File: config.mk
export PLATFORM = sky130hd
export DESIGN_NAME = rsis_relay_scale
export DESIGN_NICKNAME = d
export VERILOG_FILES = /design/src/rsis_pkg.sv /design/src/rsis_thr_if.sv /design/src/rsis_hyst_cmp.sv /design/src/rsis_relay_scale.sv
export SDC_FILE = /design/constraint.sdc
export NUM_CORES = 2
export LEC_CHECK = 0
export BUFFER_PORTS_ARGS = -buffer_cell sky130_fd_sc_hd__buf_2
export CORE_MARGIN = 8
export CORE_UTILIZATION = 53
export DETAILED_ROUTE_END_ITERATION = 6
export PLACE_DENSITY = 0.81
export SETUP_SLACK_MARGIN = 0.3
export SYNTH_ARGS = -nofsm -noshare
export SYNTH_HDL_FRONTEND = slang
export SYNTH_HIERARCHICAL = 1
export SYNTH_SLANG_ARGS = --single-unit
File: constraint.sdc
create_clock -name clock -period 51 [get_ports clock]
set_input_delay 7.65 -clock clock [delete_from_list [all_inputs] [get_ports clock]]
set_output_delay 7.65 -clock clock [all_outputs]
set_load 0.02 [all_outputs]
File: src/rsis_pkg.sv
// Constants shared by the relay select and input scaling block
package rsis_pkg;
	// Width of the percent and speed quantities, tenths of a unit per LSB
	localparam int Q_W = 16;
	// Register byte addresses
	localparam logic [7:0] A_SCALE = 8'h00;
	localparam logic [7:0] A_OFS   = 8'h04;
	localparam logic [7:0] A_FUNC  = 8'h08;
	localparam logic [7:0] A_THR   = 8'h0C;
	localparam logic [7:0] A_HYST  = 8'h10;
	localparam logic [7:0] A_SRC   = 8'h14;
	localparam logic [7:0] A_MIN   = 8'h18;
	localparam logic [7:0] A_MAX   = 8'h1C;
	localparam logic [7:0] A_DISP  = 8'h20;
	localparam logic [7:0] A_SPEED = 8'h24;
	localparam logic [7:0] A_STAT  = 8'h28;
	// Legal ranges and reset values, 0.1 percent per LSB for scale, offset, threshold and hysteresis
	localparam logic [31:0]        SCALE_MAX = 32'h0000_4E20;
	localparam logic [15:0]        SCALE_RST = 16'h03E8;
	localparam logic signed [31:0] OFS_MIN   = -32'sh0000_1388;
	localparam logic signed [31:0] OFS_MAX   = 32'sh0000_1388;
	localparam logic [15:0]        OFS_RST   = 16'h0000;
	localparam logic [31:0]        FUNC_MAX  = 32'h0000_0009;
	localparam logic [3:0]         FUNC_RST  = 4'h1;
	localparam logic [31:0]        THR_MAX   = 32'h0000_07D0;
	localparam logic [15:0]        THR_RST   = 16'h03E8;
	localparam logic [31:0]        HYST_MAX  = 32'h0000_03E8;
	localparam logic [15:0]        HYST_RST  = 16'h0000;
	localparam logic [31:0]        SRC_MAX   = 32'h0000_000F;
	localparam logic [3:0]         SRC_SLAVE = 4'h9;
	localparam logic [3:0]         SRC_RST   = 4'h0;
	localparam logic [31:0]        SPD_MAX   = 32'h0000_FFFF;
	localparam logic [15:0]        MIN_RST   = 16'h0000;
	localparam logic [15:0]        MAX_RST   = 16'h01F4;
	// One hundred percent of the scaling factor
	localparam logic signed [34:0] PCT_UNITY = 35'sh0_0000_03E8;
	localparam logic [31:0]        SPD_UNITY = 32'h0000_03E8;
	// Relay function codes
	localparam logic [3:0] FN_RUN     = 4'h0;
	localparam logic [3:0] FN_HEALTHY = 4'h1;
	localparam logic [3:0] FN_AT_SPD  = 4'h2;
	localparam logic [3:0] FN_TRIP    = 4'h3;
	localparam logic [3:0] FN_FRQ_GE  = 4'h4;
	localparam logic [3:0] FN_CUR_GE  = 4'h5;
	localparam logic [3:0] FN_FRQ_LT  = 4'h6;
	localparam logic [3:0] FN_CUR_LT  = 4'h7;
	localparam logic [3:0] FN_AI2_GE  = 4'h8;
	localparam logic [3:0] FN_READY   = 4'h9;
	// Status register bit positions
	localparam int ST_RELAY = 0;
	localparam int ST_SLAVE = 1;
endpackage : rsis_pkg

File: src/rsis_thr_if.sv
// Threshold and hysteresis carried to the comparators
`timescale 1ns/10ps
interface rsis_thr_if;
	logic [15:0] threshold;
	logic [15:0] hysteresis;
	modport src (output threshold, output hysteresis);
	modport sink (input threshold, input hysteresis);
endinterface : rsis_thr_if

File: src/rsis_hyst_cmp.sv
// Threshold comparator with hysteresis, above or below sense
`timescale 1ns/10ps
module rsis_hyst_cmp
	import rsis_pkg::*;
#(
	parameter int W     = 16,
	parameter bit BELOW = 1'b0
) (
	input  wire logic         clock,
	input  wire logic         arst_n,
	rsis_thr_if.sink          thr,
	input  wire logic [W-1:0] quantity,
	output logic              active
);
	typedef struct packed {
		logic active;
	} rsis_cmp_s;

	rsis_cmp_s st_q;
	rsis_cmp_s st_d;
	logic [17:0] q_x;
	logic [17:0] t_x;
	logic [17:0] h_x;
	logic        hit;
	logic        release_c;

	// Quantity must fit the threshold width
	if (W < 1 || W > 16) begin : g_chk
		$error("rsis_hyst_cmp: W must be 1 to 16");
	end

	// Widened so that sums never wrap
	assign q_x = 18'(quantity);
	assign t_x = {2'b00, thr.threshold};
	assign h_x = {2'b00, thr.hysteresis};

	// Enter on crossing, leave only one hysteresis band back
	assign hit       = BELOW ? (q_x < t_x) : (q_x >= t_x);
	assign release_c = BELOW ? (q_x >= t_x + h_x) : (q_x + h_x < t_x);

	// Next state
	always_comb begin
		st_d = st_q;
		st_d.active = st_q.active ? !release_c : hit;
	end

	// State register
	always_ff @(posedge clock or negedge arst_n) begin
		if (!arst_n) begin
			st_q <= '0;
		end else begin
			st_q <= st_d;
		end
	end

	assign active = st_q.active;
endmodule : rsis_hyst_cmp

File: src/rsis_relay_scale.sv
// Relay select and first analog input scaling, top level
//
// Overview of operation
// - Input level scaled by 0 to 2000 percent
// - Slave speed is master times factor, clamped
// - Signed offset from -500 to 500 percent
// - Display shows level minus offset, times factor
// - Selector 0 to 9, default 1, picks relay
// - Code 0: relay while drive running
// - Code 1: relay while powered, no fault
// - Code 2: relay while at setpoint frequency
// - Code 3: relay while drive tripped
// - Code 4: relay while frequency at/above threshold
// - Code 5: relay while current at/above threshold
// - Code 6: relay while frequency below threshold
// - Code 7: relay while current below threshold
// - Code 8: relay while input two at/above threshold
// - Code 9: relay while ready, no trip
// - Threshold 0 to 200 percent, default 100
// - Hysteresis 0 to 100 percent, default zero
//
// Our own choices: the strobed register port and the placing of the registers.
`timescale 1ns/10ps
module rsis_relay_scale
	import rsis_pkg::*;
(
	input  wire logic               clock,
	input  wire logic               arst_n,
	input  wire logic [7:0]         reg_addr,
	input  wire logic [31:0]        reg_wdata,
	input  wire logic               reg_we,
	input  wire logic               reg_re,
	output logic [31:0]             reg_rdata,
	input  wire logic [Q_W-1:0]     first_analog_input,
	input  wire logic [Q_W-1:0]     second_analog_input,
	input  wire logic [Q_W-1:0]     output_freq,
	input  wire logic [Q_W-1:0]     motor_current,
	input  wire logic [Q_W-1:0]     master_speed,
	input  wire logic               drive_running,
	input  wire logic               drive_powered,
	input  wire logic               drive_fault,
	input  wire logic               at_setpoint,
	input  wire logic               drive_ready,
	output logic                    relay_energise,
	output logic signed [31:0]      conditioned_input_display,
	output logic [Q_W-1:0]          slave_speed,
	output logic                    slave_mode
);
	typedef struct packed {
		logic [15:0] scale;
		logic [15:0] ofs;
		logic [3:0]  func;
		logic [15:0] thr;
		logic [15:0] hyst;
		logic [3:0]  src;
		logic [15:0] min_spd;
		logic [15:0] max_spd;
		logic [31:0] disp;
		logic [15:0] speed;
		logic        relay;
		logic [31:0] rdata;
	} rsis_main_s;

	localparam rsis_main_s RST = '{
		scale:   SCALE_RST,
		ofs:     OFS_RST,
		func:    FUNC_RST,
		thr:     THR_RST,
		hyst:    HYST_RST,
		src:     SRC_RST,
		min_spd: MIN_RST,
		max_spd: MAX_RST,
		disp:    32'h0000_0000,
		speed:   16'h0000,
		relay:   1'b0,
		rdata:   32'h0000_0000
	};

	rsis_main_s st_q;
	rsis_main_s st_d;

	logic signed [17:0] diff;
	logic signed [34:0] prod;
	logic signed [34:0] quo;
	logic [31:0]        m_prod;
	logic [31:0]        m_quo;
	logic [15:0]        m_clamp;
	logic               frq_ge;
	logic               cur_ge;
	logic               frq_lt;
	logic               cur_lt;
	logic               ai2_ge;
	logic               ofs_ok;
	logic               sel_relay;

	rsis_thr_if thr_bus ();

	// Comparators share one threshold and hysteresis setting
	assign thr_bus.threshold  = st_q.thr;
	assign thr_bus.hysteresis = st_q.hyst;

	// Output frequency at or above the threshold
	rsis_hyst_cmp #(
		.W     (Q_W),
		.BELOW (1'b0)
	) u_frq_ge (
		.clock    (clock),
		.arst_n   (arst_n),
		.thr      (thr_bus),
		.quantity (output_freq),
		.active   (frq_ge)
	);

	// Motor current at or above the threshold
	rsis_hyst_cmp #(
		.W     (Q_W),
		.BELOW (1'b0)
	) u_cur_ge (
		.clock    (clock),
		.arst_n   (arst_n),
		.thr      (thr_bus),
		.quantity (motor_current),
		.active   (cur_ge)
	);

	// Output frequency below the threshold
	rsis_hyst_cmp #(
		.W     (Q_W),
		.BELOW (1'b1)
	) u_frq_lt (
		.clock    (clock),
		.arst_n   (arst_n),
		.thr      (thr_bus),
		.quantity (output_freq),
		.active   (frq_lt)
	);

	// Motor current below the threshold
	rsis_hyst_cmp #(
		.W     (Q_W),
		.BELOW (1'b1)
	) u_cur_lt (
		.clock    (clock),
		.arst_n   (arst_n),
		.thr      (thr_bus),
		.quantity (motor_current),
		.active   (cur_lt)
	);

	// Second analog input at or above the threshold
	rsis_hyst_cmp #(
		.W     (Q_W),
		.BELOW (1'b0)
	) u_ai2_ge (
		.clock    (clock),
		.arst_n   (arst_n),
		.thr      (thr_bus),
		.quantity (second_analog_input),
		.active   (ai2_ge)
	);

	// Conditioned input: level minus offset, times the factor
	assign diff = $signed({2'b00, first_analog_input}) - $signed({{2{st_q.ofs[15]}}, st_q.ofs});
	// Operands widened first so the product is formed at full width
	assign prod = 35'(diff) * 35'($signed({1'b0, st_q.scale}));
	assign quo  = prod / PCT_UNITY; // Truncates toward zero

	// Slave speed: master times the same factor, then clamped
	assign m_prod = 32'(master_speed) * 32'(st_q.scale);
	assign m_quo  = m_prod / SPD_UNITY;

	// Maximum checked first, so an inverted pair yields the maximum above it and the minimum at or below it
	always_comb begin
		if (m_quo > 32'(st_q.max_spd)) begin
			m_clamp = st_q.max_spd;
		end else if (m_quo < 32'(st_q.min_spd)) begin
			m_clamp = st_q.min_spd;
		end else begin
			m_clamp = m_quo[15:0];
		end
	end

	// Relay condition for the selected function
	always_comb begin
		unique case (st_q.func)
			FN_RUN:     sel_relay = drive_running;
			FN_HEALTHY: sel_relay = drive_powered && !drive_fault;
			FN_AT_SPD:  sel_relay = at_setpoint;
			FN_TRIP:    sel_relay = drive_fault;
			FN_FRQ_GE:  sel_relay = frq_ge;
			FN_CUR_GE:  sel_relay = cur_ge;
			FN_FRQ_LT:  sel_relay = frq_lt;
			FN_CUR_LT:  sel_relay = cur_lt;
			FN_AI2_GE:  sel_relay = ai2_ge;
			FN_READY:   sel_relay = drive_ready && !drive_fault;
			default:    sel_relay = 1'b0;
		endcase
	end

	assign ofs_ok = ($signed(reg_wdata) >= OFS_MIN) && ($signed(reg_wdata) <= OFS_MAX);

	// Next state: register writes, reads and the computed outputs
	always_comb begin
		st_d = st_q;
		st_d.disp  = quo[31:0];
		st_d.speed = (st_q.src == SRC_SLAVE) ? m_clamp : 16'h0000;
		st_d.relay = sel_relay;
		st_d.rdata = 32'h0000_0000;
		// Out of range writes are dropped and the old value stays
		if (reg_we) begin
			unique case (reg_addr)
				A_SCALE: begin
					if (reg_wdata <= SCALE_MAX) begin
						st_d.scale = reg_wdata[15:0];
					end
				end
				A_OFS: begin
					if (ofs_ok) begin
						st_d.ofs = reg_wdata[15:0];
					end
				end
				A_FUNC: begin
					if (reg_wdata <= FUNC_MAX) begin
						st_d.func = reg_wdata[3:0];
					end
				end
				A_THR: begin
					if (reg_wdata <= THR_MAX) begin
						st_d.thr = reg_wdata[15:0];
					end
				end
				A_HYST: begin
					if (reg_wdata <= HYST_MAX) begin
						st_d.hyst = reg_wdata[15:0];
					end
				end
				A_SRC: begin
					if (reg_wdata <= SRC_MAX) begin
						st_d.src = reg_wdata[3:0];
					end
				end
				A_MIN: begin
					if (reg_wdata <= SPD_MAX) begin
						st_d.min_spd = reg_wdata[15:0];
					end
				end
				A_MAX: begin
					if (reg_wdata <= SPD_MAX) begin
						st_d.max_spd = reg_wdata[15:0];
					end
				end
				default: begin
				end
			endcase
		end
		// Read data stand for exactly the cycle after the strobe
		if (reg_re) begin
			unique case (reg_addr)
				A_SCALE: st_d.rdata = {16'h0000, st_q.scale};
				A_OFS:   st_d.rdata = {{16{st_q.ofs[15]}}, st_q.ofs};
				A_FUNC:  st_d.rdata = {28'h000_0000, st_q.func};
				A_THR:   st_d.rdata = {16'h0000, st_q.thr};
				A_HYST:  st_d.rdata = {16'h0000, st_q.hyst};
				A_SRC:   st_d.rdata = {28'h000_0000, st_q.src};
				A_MIN:   st_d.rdata = {16'h0000, st_q.min_spd};
				A_MAX:   st_d.rdata = {16'h0000, st_q.max_spd};
				A_DISP:  st_d.rdata = st_q.disp;
				A_SPEED: st_d.rdata = {16'h0000, st_q.speed};
				A_STAT: begin
					st_d.rdata[ST_RELAY] = st_q.relay;
					st_d.rdata[ST_SLAVE] = (st_q.src == SRC_SLAVE);
				end
				default: st_d.rdata = 32'h0000_0000;
			endcase
		end
	end

	// State register
	always_ff @(posedge clock or negedge arst_n) begin
		if (!arst_n) begin
			st_q <= RST;
		end else begin
			st_q <= st_d;
		end
	end

	// Outputs straight from flops, slave_mode decoded from the source flops
	assign reg_rdata                 = st_q.rdata;
	assign relay_energise            = st_q.relay;
	assign conditioned_input_display = $signed(st_q.disp);
	assign slave_speed               = st_q.speed;
	assign slave_mode                = (st_q.src == SRC_SLAVE);
endmodule : rsis_relay_scale

# --- Word level (Yosys, flattened, before mapping) ---
# Index checks and enable logic that the tools add are counted.
totals:
  rom_bits: 0
  inputBits: 129
  reg_bits: 190
  latchBits: 0
  memories: 0
  ramBits: 0
  output_inout_bits: 82
  wordCells: 97
op_classes:
  div: 2
  n_addsub: 5
  mux: 12
  shift: 0
  mul: 2
  n_lt_le_gt_ge: 20
  n_reduce_logical: 19
  bitwise: 0
  n_eq_ne: 20
op_table:
  columns: ["op", "n"]
  rows:
  - ["one-hot mux 30 bit (10 select lines)", 1]
  - ["adder 16 x 16 -> 17 bit", 4]
  - ["less-or-equal comparator 32 x 4 -> 1 bit, second input constant", 2]
  - ["< comparator 18 x 16 -> 1 bit", 3]
  - [">= comparator 16 bit", 3]
  - ["two-way mux 16 bit", 3]
  - [">= comparator 16 x 18 -> 1 bit", 2]
  - ["divider 35 x 11 -> 35 bit, second input constant", 1]
  - ["multiplier 18 x 17 -> 35 bit", 1]
  - ["divider 32 x 10 -> 32 bit, second input constant", 1]
  - ["== test 8 x 5 -> 1 bit, second input constant", 4]
  - [">= comparator 32 x 14 -> 1 bit, second input constant", 1]
  - ["greater-than comparator 32 x 16 -> 1 bit", 1]
  - ["less-or-equal comparator 32 x 10 -> 1 bit, second input constant", 1]
  - ["less-or-equal comparator 32 x 11 -> 1 bit, second input constant", 1]
  - ["less-or-equal comparator 32 x 14 -> 1 bit, second input constant", 1]
  - ["less-or-equal comparator 32 x 15 -> 1 bit, second input constant", 1]
  - ["less-or-equal comparator 32 x 16 -> 1 bit, second input constant", 1]
  - ["< comparator 16 bit", 2]
  - ["< comparator 32 x 16 -> 1 bit", 1]
  - ["multiplier 16 x 16 -> 32 bit", 1]
  - ["two-way mux 32 bit", 1]
  - ["== test 8 x 6 -> 1 bit, second input constant", 3]
  - ["AND reduction 3 bit", 8]
  - ["14 further kinds", 32]

# --- Depth between registers and ports, before layout ---
logic_depth:
  word_depth: 6
  mapped_depth: 130
  depth_no_buf: 111

# --- By module ---
# The synthesis kept the hierarchy.
modules_own_cells:
  columns: ["mod", "cells_per_inst", "instances", "area_each_um2", "seq_area_each_um2"]
  rows:
  - ["rsis_relay_scale", 5442, 1, 44431.4, 4653.2]
  - ["rsis_hyst_cmp at u_ai2_ge ...", 191, 3, 1488.9, 25.0]
  - ["rsis_hyst_cmp at u_cur_lt ...", 186, 2, 1452.6, 25.0]

# --- Worst setup path before layout ---
# Ideal clock, no wire load.
synth_timing:
  kind: "input -> register"
  start: "in first_analog_input[1]"
  end: "reg st_q (netlist bit conditioned_input_display[24])"
  stages: 116
  slack_ns: 15.642
  n_path_buf: 10
  arrival_time_ns: 35.226
  t_required_ns: 50.868
  setup_ns: 0.132
  cell_sequence: "ha_1 -> nor2b_1 -> o21ai_0 -> nand2b_1 -> a21o_1 -> a21o_1 -> a21o_1 -> a21o_1 -> a21o_1 -> a21o_1 -> a21o_1 -> a21o_1 -> a21o_1 -> a21o_1 -> a21o_1 -> a21o_1 -> a21oi_1 -> xnor2_1 -> (+80 left out) -> o2111a_1 -> nor3_1 -> o31ai_2 -> a21oi_2 -> o21ai_2 -> nand2_2 -> nor2_1 -> o32ai_2 -> o21ai_2 -> buf_4 -> and2_1 -> ha_1 -> inv_1 -> nor2_1 -> nand2_1 -> nor2_1 -> a31oi_1 -> xnor2_1"
synth_between:
  elab_chain_len: 3
synth_lines:
  columns: ["element", "line", "source"]
  rows:
  - ["from (decl)", "rsis_relay_scale.sv:34", "input wire logic [Q_W-1:0] first_analog_input,"]
  - ["subtractor 17 x 16 -> 18 bit", "rsis_relay_scale.sv:163", "assign diff = $signed({2'b00, first_analog_input}) - $signed({{2{st_q.ofs[15]}}, st_q.ofs});"]
  - ["multiplier 18 x 17 -> 35 bit", "rsis_relay_scale.sv:165", "assign prod = 35'(diff) * 35'($signed({1'b0, st_q.scale}));"]
  - ["divider 35 x 11 -> 35 bit", "rsis_relay_scale.sv:166", "assign quo = prod / PCT_UNITY;"]
  - ["via quo[24]", "rsis_relay_scale.sv:84", "logic signed [34:0] quo;"]
  - ["to (signal assigned)", "rsis_relay_scale.sv:283", "st_q <= st_d;"]
  - ["to (decl)", "rsis_relay_scale.sv:79", "rsis_main_s st_q;"]
# The timed path passes the listed nets, and every way through them passes these cells.
# A chain may end at the register's enable or synchronous reset.

# --- Worst setup path after layout ---
# Same ends and word-level chain as after synthesis.

==> results by group <==
Outcome
  – Status: finished with violations
  – Failing checks: design-rule violations

Global routing
  – Largest net degree at the start of global routing: 67
  – Grt ovf: 0
  – First-pass GRT wire length: between 200,000 and 300,000 µm
  – Total GRT Usage: between 20 and 30%
  – Number of global-route vias before repair: a little under 50,000
  – Initial antenna violation count: 16

Yosys
  – FFs w/ async S/R, synth: 100%
  – Syn_nets: approximately 7,500
  – Ys flop type: dfrtp_1
  – Post-synthesis sequential area ratio: under 10%
  – Simple-Gate Fraction of Synth Area: 19.4%
  – Number of synthesis warnings: 6
  – Avg Inst Size Synth: 8.11 µm²
  – Xor/xnor share of the synthesized area: a little under 6%
  – Gate Count Post-Synth: about 6,400
  – Synth cell types: 145
  – Main combinational cell family by area after synthesis: adder cells
  – Top cells by count, synth: inv_1 (792), nand2_1 (639), fa_1 (487)
  – EDFF count, synth: 0
  – Synth Register Bits: between 150 and 200
  – Mux share of post-synthesis cell area: under 10%
  – Synth Area in Adders: 30.6%
  – Post-Syn Area: 51,800 µm²
  – Top-area cell type share of the netlist area: 18.8%
  – Synth area leaders: fa_1 (19%), ha_1 (12%), dfrtp_1 (8.3%)
  – Synth area leader: fa_1
  – Area fraction in compound gates after synthesis: approximately 21%
  – Count leader, synth: inv_1

Clock tree
  – Clk pin slew, worst setup/hold paths: approximately 0.080 ns
  – # resized after CTS: 0
  – Root buffer cell: clkbuf_16
  – H-tree Lvls: 4
  – Hold_buf cts: 0
  – Longest Clk Path Bufs: 2
  – Clock Sinks: 190
  – Post-CTS setup buffers: 0
  – TritonCTS clock tree: yes
  – Worst-Skew Late Latency: 0.48 ns
  – Clock buffer count from CTS: 17

Pwr
  – Total power: about 360 µW
  – Pwr Density: 6.62 nW/µm²
  – Leakage Power: ~25 nW
  – Maximum vdd drop: between 0.02 and 0.03 mV

Cells and area
  – Post-Layout Cell Count: ~7,700
  – # nets final: 7,449
  – Syn-to-layout area delta: 4.33%
  – Share of cells above drive strength 1: about 9.7%
  – Design area: between 50,000 and 60,000 µm²
  – Final Core Density: 55.8%
  – Layout filler cell count: ~8,600

Setup path
  – Most frequent cell on the critical path: a21o_1
  – Crit start category: input port
  – Cell type of the slowest stage on the worst timing path: o41ai_1
  – Kind of critical path: input port to flop
  – FF-to-FF End: conditioned_input_display[24]
  – CP Max Fanout: 30
  – CP arrival: between 40 and 50 ns
  – Critical Path RT: approximately 50 ns
  – R2r setup slk: approximately 17 ns
  – Max stage delay on crit path: roughly 0.92 ns
  – FF-to-FF path depth: 113
  – Worst r2r src: st_q[154]
  – Crit. End Element: flop

Routing
  – Detailed Route Iter0 Violations: a little under 5,000
  – Via count: around 49,000
  – 1st-pass router iterations: 7
  – Detailed Route WL: approximately 160,000 µm
  – DRT antenna net count: 0
  – Drt drc: 2
  – Post-DR wirelength/cell: 20.7 µm
  – Vias per inst: 6.37

Die
  – CORE AREA: 96,900 µm²
  – Die X: between 300 and 400 µm
  – DIE AREA: between 100,000 and 150,000 µm²
  – Rows: about 110
  – Io pins: approximately 210
  – Initial Util: between 50% and 60%
  – Die Y: 329 µm

STA
  – Tightest Pin Transition: between 1 and 1.5 ns
  – RSZ-0062 raised after global routing: no
  – Max-slew headroom: between 10% and 20%
  – Final WS setup: 9.81 ns
  – Slew Limit Fails: 0
  – Part of the cycle the worst path needs: 80.8%
  – Fmax: about 0.024 GHz
  – Min Hold Slack: approximately 0.53 ns
  – Setup violations, final: 0
  – TNS Setup: 0 ns
  – Post-route minimum period: between 40 and 50 ns
  – Setup Skew: between 0.015 and 0.02 ns
  – Final hold viol count: 0

Min path
  – Worst Hold Class: flop to flop
  – Hold depth: 2
  – Hold Path Origin: conditioned_input_display[27]
  – Hold path endpoint: reg_rdata[27]

Place
  – DP Area: 53,400 µm²
  – Place WS: around 10 ns
  – RD Place Congestion: about 0.95
  – Inst Count DP: approximately 7,600
  – DP Wirelength: 125,000 µm
  – I/O Buffers: 210

Job
  – Maxcap violations: 0
[worst max path at each step]
stage,end,cells after the start,start
global route,conditioned_input_display[24],113,first_analog_input[0]
finish,conditioned_input_display[24],113,first_analog_input[1]
global placement,conditioned_input_display[22],112,first_analog_input[1]
CTS,conditioned_input_display[24],112,first_analog_input[1]
detailed placement,conditioned_input_display[24],112,first_analog_input[1]
floorplan,conditioned_input_display[24],116,first_analog_input[1]
[placed cells by master, fill, tap and decap left out, types with 138 or more instances in the layout]
master	netlist	final
fa_1	487	487
dfrtp_1	171	171
nor2_1	338	337
and2_1	240	240
xnor2_1	232	231
ha_1	478	478
a21o_1	138	138
nand2_1	639	639
o21ai_0	201	201
buf_2	30	209
nand3_1	140	140
a21oi_1	334	334
inv_1	792	792
[power by group]
group	internal [mW]	total [mW]	leakage [nW]	switching (mW)
clock network	0.0751	0.146	0.301	0.0707
registers	0.152	0.152	2.57	0.000894
logic	0.0196	0.0598	22.6	0.0401
total	0.246	0.358	25.4	0.112
[metal layers]
layer | share of wire [%] | GRT usage (%)
met5 | 0.026 | 0
met4 | 5.2 | 13.8
met3 | 9.6 | 5.86
met2 | 45 | 45.9
met1 | 40 | 36.5
[flip-flops by register name (all words and copies together), names as in the netlist]
signal / count
u_frq_ge/active: 1
conditioned_input_display: 32
u_cur_lt/active: 1
reg_rdata: 32
thr_bus.threshold: 16
u_cur_ge/active: 1
u_frq_lt/active: 1
st_q: 72
slave_speed: 16
relay_energise: 1
u_ai2_ge/active: 1
thr_bus.hysteresis: 16
[worst max-delay path: cells and delay by family]
family	cells	cell delay, ns
adder cells (fa/ha/maj)	8	3.70
AND/OR/NAND/NOR	24	6.19
buffers and inverters	8	1.26
AO/OA/AOI/OAI	59	17.27
XOR/XNOR	9	3.28
multiplexers	5	2.13
[cell families (layout without fill, tap and decap cells)]
logic type	after synthesis	after routing
AND/OR/NAND/NOR	2002	2002
AO/OA/AOI/OAI	1541	1541
buffers and inverters	1120	1101
adder cells (fa/ha/maj)	977	977
XOR/XNOR	341	341
multiplexers	216	216
flip-flops	190	190
other	0	11
[final cells by class]
type	count	area [µm²]	area share, %
multi-input cells	5077	42500	78.6
flip-flops and latches	190	4780	8.84
inverters	795	2980	5.52
well taps	1276	1600	2.95
repair buffers	274	1540	2.85
clock buffers	18	429	0.794
clock inverters	14	195	0.361
diodes	11	27.5	0.0509
No activity file was read; power rests on OpenSTA's default activity.
